===== src/rtl/core_exec_defines.vh =====
// constants for the instruction execute block
`ifndef CORE_EXEC_DEFINES_VH
`define CORE_EXEC_DEFINES_VH

// ----------------------------------------
// instruction word fields
// ----------------------------------------
`define CLASS_HI        13
`define CLASS_LO        12
`define OPC_HI          11
`define OPC_LO          8
`define BITSEL_HI       11
`define BITSEL_LO       10
`define LANE_HI         9
`define LANE_LO         7
`define TARGET_BIT      7
`define ADDR_HI         6
`define ADDR_LO         0
`define LIT_HI          7
`define LIT_LO          0

// ----------------------------------------
// encodings
// ----------------------------------------
`define CLASS_BYTE      2'h0
`define CLASS_BIT       2'h1
`define CLASS_LIT       2'h3
`define OPC_ADD_FILE    4'h7
`define OPC_AND_FILE    4'h5
`define OPC_AND_LIT     4'h9
`define OPC_ADD_LIT_HI  3'h7
`define BITSEL_CLEAR    2'h0
`define BITSEL_SET      2'h1
`define BITSEL_TEST     2'h3
`define TARGET_W        1'h0

// ----------------------------------------
// alu operation codes
// ----------------------------------------
`define ALU_ADD         3'h0
`define ALU_AND         3'h1
`define ALU_CLR         3'h2
`define ALU_SET         3'h3
`define ALU_PASS        3'h4

// ----------------------------------------
// register file addresses
// ----------------------------------------
`define ADDR_TIMER0     7'h01
`define ADDR_PTR_LOW    7'h02
`define ADDR_PORT_FIRST 7'h05
`define ADDR_PORT_LAST  7'h09
`define PORT_COUNT      5

// ----------------------------------------
// reset values
// ----------------------------------------
`define RST_BYTE        8'h00
`define RST_ADDR        7'h00

`endif


===== src/rtl/core_instruction_execute.v =====
// execute stage for add, and, bit clear/set and bit test-skip operations
`timescale 1ns/1ps
`include "core_exec_defines.vh"

// Overview of operation
// - port read-modify-write uses pin levels
// - timer0 write clears prescaler when assigned
// - pointer change or skip adds idle cycle
// - add_literal_to_w adds literal, updates flags
// - add_w_to_file adds register, updates three flags
// - target_pick 0 to W, 1 to register
// - and_w_with_file ands, zero flag only
// - and_literal_with_w ands, zero flag only
// - bit_clear_file clears lane bit, no flags
// - bit_set_file sets lane bit, no flags
// - bit_test_skip_if_set skips next when set
// - bit ops decoded from 01 class field
module core_instruction_execute (
   input  wire        clk,
   input  wire        srst,
   input  wire [13:0] instrWord,
   input  wire        instrValid,
   output wire        instrReady,
   output wire        discardNext,
   output wire        idleCycle,
   output reg  [6:0]  fileAddr_r,
   input  wire [7:0]  fileRdData,
   output reg         fileWrEn_r,
   output reg  [7:0]  fileWrData_r,
   input  wire [39:0] portPins,
   input  wire        prescalerOnTimer0,
   output reg         prescalerClr_r,
   output reg  [7:0]  wReg_r,
   output reg         carryFlag_r,
   output reg         nibbleCarryFlag_r,
   output reg         zeroFlag_r,
   output reg         illegalOp_r
);

   // ----------------------------------------
   // state machine codes
   // ----------------------------------------
   localparam [2:0] S_FETCH = 3'h1;
   localparam [2:0] S_EXEC  = 3'h2;
   localparam [2:0] S_IDLE  = 3'h4;

   reg  [2:0]  state_r;
   reg  [2:0]  state_nxt;
   reg  [13:0] instr_r;
   reg  [39:0] pinMeta_r;
   reg  [39:0] pinSync_r;

   // ----------------------------------------
   // pin synchroniser
   // ----------------------------------------
   // pins are asynchronous to clk; second stage is the only reader of the first
   always @(posedge clk) begin
      if (srst) begin
         pinMeta_r <= 40'h0;
         pinSync_r <= 40'h0;
      end else begin
         pinMeta_r <= portPins;
         pinSync_r <= pinMeta_r;
      end
   end

   // ----------------------------------------
   // decode
   // ----------------------------------------
   wire [1:0] cls      = instr_r[`CLASS_HI:`CLASS_LO];
   wire [3:0] opc      = instr_r[`OPC_HI:`OPC_LO];
   wire [1:0] bitSel   = instr_r[`BITSEL_HI:`BITSEL_LO];
   wire [2:0] lane     = instr_r[`LANE_HI:`LANE_LO];
   wire       target   = instr_r[`TARGET_BIT];
   wire [7:0] literal  = instr_r[`LIT_HI:`LIT_LO];

   wire isAddFile  = (cls == `CLASS_BYTE) && (opc == `OPC_ADD_FILE);
   wire isAndFile  = (cls == `CLASS_BYTE) && (opc == `OPC_AND_FILE);
   wire isAddLit   = (cls == `CLASS_LIT) && (opc[3:1] == `OPC_ADD_LIT_HI);
   wire isAndLit   = (cls == `CLASS_LIT) && (opc == `OPC_AND_LIT);
   wire isBitClr   = (cls == `CLASS_BIT) && (bitSel == `BITSEL_CLEAR);
   wire isBitSet   = (cls == `CLASS_BIT) && (bitSel == `BITSEL_SET);
   wire isBitTest  = (cls == `CLASS_BIT) && (bitSel == `BITSEL_TEST);
   wire isLiteral  = isAddLit | isAndLit;
   wire isKnown    = isAddFile | isAndFile | isLiteral | isBitClr | isBitSet | isBitTest;

   // ----------------------------------------
   // operand selection
   // ----------------------------------------
   wire       isPort   = (fileAddr_r >= `ADDR_PORT_FIRST) && (fileAddr_r <= `ADDR_PORT_LAST);
   wire [6:0] portIdx  = fileAddr_r - `ADDR_PORT_FIRST;
   reg  [7:0] pinByte;
   integer    p;

   always @* begin
      pinByte = `RST_BYTE;
      for (p = 0; p < `PORT_COUNT; p = p + 1) begin
         if (portIdx == p[6:0]) begin
            pinByte = pinSync_r[p*8 +: 8];
         end
      end
   end

   // ports are read back from the pins, not from their output latches
   wire [7:0] fileOperand = isPort ? pinByte : fileRdData;
   wire [7:0] operand     = isLiteral ? literal : fileOperand;

   reg [2:0] aluOp;
   always @* begin
      if (isAddFile || isAddLit) begin
         aluOp = `ALU_ADD;
      end else if (isAndFile || isAndLit) begin
         aluOp = `ALU_AND;
      end else if (isBitClr) begin
         aluOp = `ALU_CLR;
      end else if (isBitSet) begin
         aluOp = `ALU_SET;
      end else begin
         aluOp = `ALU_PASS;
      end
   end

   wire [7:0] aluResult;
   wire       aluCarry;
   wire       aluNibble;
   wire       aluZero;
   wire       aluLaneBit;

   exec_alu u_alu (
      .aluOp     (aluOp),
      .wIn       (wReg_r),
      .opIn      (operand),
      .lane      (lane),
      .result    (aluResult),
      .carryOut  (aluCarry),
      .nibbleOut (aluNibble),
      .zeroOut   (aluZero),
      .laneBit   (aluLaneBit)
   );

   // ----------------------------------------
   // result routing
   // ----------------------------------------
   wire execNow   = (state_r == S_EXEC);
   wire toW       = isLiteral || ((isAddFile || isAndFile) && (target == `TARGET_W));
   wire toFile    = isBitClr || isBitSet || ((isAddFile || isAndFile) && (target != `TARGET_W));
   wire skipTaken = isBitTest && aluLaneBit;
   // a write to the low pointer byte moves the program pointer
   wire ptrWrite  = toFile && (fileAddr_r == `ADDR_PTR_LOW);
   wire needIdle  = skipTaken || ptrWrite;

   // ----------------------------------------
   // sequencer
   // ----------------------------------------
   always @* begin
      case (state_r)
         S_FETCH: state_nxt = instrValid ? S_EXEC : S_FETCH;
         S_EXEC:  state_nxt = needIdle ? S_IDLE : S_FETCH;
         S_IDLE:  state_nxt = S_FETCH;
         default: state_nxt = S_FETCH;
      endcase
   end

   // ready stays low through execute and idle, so only one word is in flight
   assign instrReady  = (state_r == S_FETCH);
   assign idleCycle   = (state_r == S_IDLE);
   assign discardNext = (state_r == S_IDLE);

   always @(posedge clk) begin
      if (srst) begin
         state_r    <= S_FETCH;
         instr_r    <= 14'h0;
         fileAddr_r <= `RST_ADDR;
      end else begin
         state_r <= state_nxt;
         if (instrReady && instrValid) begin
            instr_r    <= instrWord;
            fileAddr_r <= instrWord[`ADDR_HI:`ADDR_LO];
         end
      end
   end

   // ----------------------------------------
   // writeback and flags
   // ----------------------------------------
   // write lands one cycle after execute; a synchronous file makes it visible to the next execute
   always @(posedge clk) begin
      if (srst) begin
         wReg_r            <= `RST_BYTE;
         carryFlag_r       <= 1'b0;
         nibbleCarryFlag_r <= 1'b0;
         zeroFlag_r        <= 1'b0;
         fileWrEn_r        <= 1'b0;
         fileWrData_r      <= `RST_BYTE;
         prescalerClr_r    <= 1'b0;
         illegalOp_r       <= 1'b0;
      end else begin
         fileWrEn_r     <= execNow && isKnown && toFile;
         // bit clear/set always write back, so on the timer count they clear it too when it is assigned to timer0
         prescalerClr_r <= execNow && isKnown && toFile && (fileAddr_r == `ADDR_TIMER0)
                           && prescalerOnTimer0;
         // unsupported words only raise the pulse; no register or flag moves
         illegalOp_r    <= execNow && !isKnown;
         if (execNow && toFile) begin
            fileWrData_r <= aluResult;
         end
         if (execNow && toW) begin
            wReg_r <= aluResult;
         end
         if (execNow && (isAddFile || isAddLit)) begin
            carryFlag_r       <= aluCarry;
            nibbleCarryFlag_r <= aluNibble;
         end
         if (execNow && (isAddFile || isAddLit || isAndFile || isAndLit)) begin
            zeroFlag_r <= aluZero;
         end
      end
   end

endmodule // core_instruction_execute


===== src/rtl/exec_alu.v =====
// combinational arithmetic and bit unit of the execute block
`timescale 1ns/1ps
`include "core_exec_defines.vh"

module exec_alu (
   input  wire [2:0] aluOp,
   input  wire [7:0] wIn,
   input  wire [7:0] opIn,
   input  wire [2:0] lane,
   output reg  [7:0] result,
   output reg        carryOut,
   output reg        nibbleOut,
   output wire       zeroOut,
   output wire       laneBit
);

   reg [8:0] sum;
   reg [4:0] lowSum;
   reg [7:0] laneMask;

   assign zeroOut = (result == `RST_BYTE);
   assign laneBit = opIn[lane];

   always @* begin
      sum      = {1'b0, wIn} + {1'b0, opIn};
      lowSum   = {1'b0, wIn[3:0]} + {1'b0, opIn[3:0]};
      laneMask = 8'h01 << lane;
      carryOut  = sum[8];
      nibbleOut = lowSum[4];
      case (aluOp)
         `ALU_ADD: result = sum[7:0];
         `ALU_AND: result = wIn & opIn;
         `ALU_CLR: result = opIn & ~laneMask;
         `ALU_SET: result = opIn | laneMask;
         default:  result = opIn;
      endcase
   end

endmodule // exec_alu


===== config.mk =====
export PLATFORM = sky130hd
export DESIGN_NAME = core_instruction_execute
export DESIGN_NICKNAME = d
export VERILOG_FILES = /design/src/rtl/core_instruction_execute.v /design/src/rtl/exec_alu.v
export VERILOG_INCLUDE_DIRS = /design/src /design/src/rtl
export SDC_FILE = /design/constraint.sdc
export NUM_CORES = 1
export LEC_CHECK = 0
export ABC_AREA = 1
export BUFFER_PORTS_ARGS = -buffer_cell sky130_fd_sc_hd__clkbuf_2
export CAP_MARGIN = 20
export CORE_UTILIZATION = 30
export CTS_CLUSTER_SIZE = 30
export DETAILED_ROUTE_END_ITERATION = 6
export GPL_TIMING_DRIVEN = 0
export HOLD_SLACK_MARGIN = 0.12
export PLACE_DENSITY_LB_ADDON = 0.1
export SYNTH_ARGS = -nofsm -noshare
export SYNTH_HDL_FRONTEND = slang
export SYNTH_SLANG_ARGS = --single-unit

===== constraint.sdc =====
create_clock -name clk -period 3.95 [get_ports clk]
set_clock_uncertainty 0.1 [all_clocks]
set_input_delay 0.79 -clock clk [delete_from_list [all_inputs] [get_ports clk]]
set_output_delay 0.79 -clock clk [all_outputs]
set_load 0.1 [all_outputs]

==> impl_metrics.yaml <==
synthesis:
  syn_area_um2: 5314
  ys_types: 39
  async_flop_share_pct: 0
  yosysSeqAreaShare_pct: 44.83
  avgSynthCellArea_um2: 7.010
  ys_ff_latch: 119
  synth_edf_count: 0
  syn-num-nets: 833
  yosysWarningCount: 0
  syn_inst: 758
  synth_ff_type: "dfxtp_1"
sta:
  worst_pin_slew_ns: 0.7077
  slew_viol_final: 0
  slew-limit-headroom_pct: 52.82
  min_period_over_period_pct: 92.08
  period_minus_slack_ns: 3.637
  max_freq_mhz: 275.0
  hold_viol: 0
  setup-tns-final_ns: 0
  fin_hold_ws_ns: 0.2983
  setup_viol: 0
placed_design:
  numPortBuffers: 97
  dpl.cell_count: 1080
  finalWeightedCongestion: 0.9059
  dp_hpwl_um: 11180
  placed_area_um2: 6081
worst_hold_path:
  hold_path.class: "flop to flop"
  worstHoldStart: "pinMeta_r[31]$_SDFF_PP0_"
detailed_routing:
  drt_iter0_drc: 318
  num_vias: 4837
  ant_nets: 0
  drt_wl_total_um: 14430
  vias_per_cell: 4.296
  drtPass1Iterations: 5
  drc: 0
  post_drt_wl_per_cell_um: 12.82
layout:
  antenna_cells: 0
  area_delta_synth_final_pct: 29.62
  nets: 963
  final_cells: 1126
  drive_gt1_share_pct: 22.75
  final_core_util_pct: 39.82
  fin_area_um2: 6888
die:
  initial_core_util_pct: 30.72
  io_pins: 98
  fp.coreArea_um2: 17300
  die_x_um: 135.1
  die_h_um: 135.1
  dieArea_um2: 18250
  std_cell_rows: 48
clocking:
  cts.sinks: 119
  cts.reportedPaths.clkPinSlew_ns: 0.06
  htree_num_levels: 4
  cts_tree: "done"
  cts_buffer_depth: 2
  cts_buffers: 17
  root_buffer: "clkbuf_16"
  cts_hold_buf: 0
  clk_latency_ns: 0.42
setup_path:
  cp_common_cell: "nor2_1"
  cp-startpoint: "fileAddr_r[2]$_SDFFE_PP0P_"
  cp_slowest_cell: "fa_1"
  worst-path-buf-inv: 6
  required_ns: 4.20
  crit_path_start_kind: "flop"
  critPathTopFamily: "simple AND/OR/NAND/NOR gates"
  regToRegStartpoint: "fileAddr_r[2]$_SDFFE_PP0P_"
  crit_path_end_kind: "flop"
  path_class: "flop to flop"
  cp_data_arrival_time_ns: 3.88
  slowest_delay_ns: 0.37
  cp_max_fo: 7
run:
  max_cap_viol_count: 0
power_and_ir_drop:
  p_per_area_nw_per_um2: 482.9
  power_leakage_nw: 3.430
  ir_drop_mv: 0.2971
global_route:
  grt_max_degree: 17
  grt_pass1_wl_um: 23330
  groute.usage.overall_pct: 16.93
  grt_overflow_total: 0
  first_global_vias: 4692
  antenna_found_initial: 0
status:
  status: "finished, final reports clean"
[cell usage after synthesis (2+ instances only)]
cell / count / area share, %
o221ai_1: 3 / 0.49
buf_2: 2 / 0.19
o21ai_1: 6 / 0.57
a31oi_1: 3 / 0.35
o31ai_1: 2 / 0.28
inv_2: 7 / 0.49
nor3_1: 10 / 0.94
dfxtp_1: 119 / 45
buf_6: 2 / 0.42
o21ai_0: 39 / 3.7
o22ai_1: 3 / 0.35
a21oi_1: 40 / 3.8
nor3_2: 2 / 0.38
nand3_1: 21 / 2.0
nand2_1: 100 / 7.1
nand2_2: 4 / 0.47
or2_2: 2 / 0.24
inv_1: 162 / 11
nand4_1: 24 / 2.8
o21ai_4: 2 / 0.61
nor2_2: 5 / 0.59
ha_1: 8 / 1.9
nand3_2: 2 / 0.38
clkbuf_1: 16 / 1.1
nor2_1: 150 / 11
buf_4: 11 / 1.6
[cell families after synthesis]
| kind of cell | after synthesis | synth area share, % |
|---|---|---|
| fa+ha+maj | 9 | 2.261 |
| buf+inv | 202 | 15.42 |
| compound gates | 102 | 10.86 |
| flops | 119 | 44.83 |
| xor+xnor | 1 | 0.1649 |
| simple gates | 325 | 26.47 |
[worst min-delay path, cell delays in order, from the launching register on]
cell	delay [ns]
dfxtp_1	0.29
inv_1	0.04
nor2_1	0.03
[through the flow]
step | setup WS, ns | total power [mW]
3_5_place_dp | 0.06739 | 1.740
4_1_cts | 0.02532 | 3.335
5_1_grt | -0.01565 | 3.484
2_1_floorplan | 0.06397 | 1.607
6_report | 0.3130 | 3.326
3_3_place_gp | 0.03163 | 1.743
[layer usage]
metal	GRT usage [%]	routed length, um	vias up
met1	19.76	6500	2125
met2	28.23	6902	105
li1	-	-	2579
met5	0	0	-
met3	4.505	587	28
met4	8.989	439	0
[repair_timing]
action,in CTS,in global routing
buffers inserted,0,13
gates resized for setup,0,32
setup endpoints to repair,0,3
[sequential cells by signal, indices dropped and copies added, names as in the netlist]
register / flops
pinMeta_r: 40
pinSync_r: 40
fileWrData_r: 8
instr_r: 8
wReg_r: 8
fileAddr_r: 6
state_r: 3
carryFlag_r: 1
fileWrEn_r: 1
illegalOp_r: 1
nibbleCarryFlag_r: 1
prescalerClr_r: 1
zeroFlag_r: 1
[worst paths after layout]
kind	to	slack, ns	cells after the start
hold reg to reg	pinSync_r[31]$_SDFF_PP0_	0.30	2
setup / recovery	zeroFlag_r$_SDFFE_PP0P_	0.31	29
hold / removal	pinSync_r[31]$_SDFF_PP0_	0.30	2
setup reg to reg	zeroFlag_r$_SDFFE_PP0P_	0.31	29
[power breakdown]
group	switching, mW	internal (mW)
clock network	0.555	1.02
logic	0.314	0.149
registers	0.0275	1.26
[area by class of cell]
type                            instances  area (um^2)
Sequential cell                       119         2394
Timing Repair Buffer                  111        591.8
Clock buffer                           21        460.4
Clock inverter                         11        147.6
Multi-Input combinational cell        437         2182
Fill cell                            1864        10410
Tap cell                              225        281.5
Inverter                              171        649.4
Buffer                                 31        181.4
[cell usage in the layout (no fill, tap or decap), types with 3 or more instances in the layout]
cell type,instances
a31oi_1,3
nand3_1,19
inv_1,160
nor2_4,3
inv_2,7
o21ai_0,39
inv_4,3
o22ai_1,3
clkbuf_16,17
buf_6,4
nor3_1,10
clkbuf_1,18
a21oi_1,39
buf_4,22
clkinvlp_4,4
ha_1,7
clkbuf_2,97
dfxtp_2,6
nand2_1,94
nor2_1,150
nand3_2,3
o221ai_1,3
nand2_2,8
o21ai_1,6
nand4_1,24
nand2_4,3
bufinv_16,3
dfxtp_1,112
(Power assumes the default switching activity.)
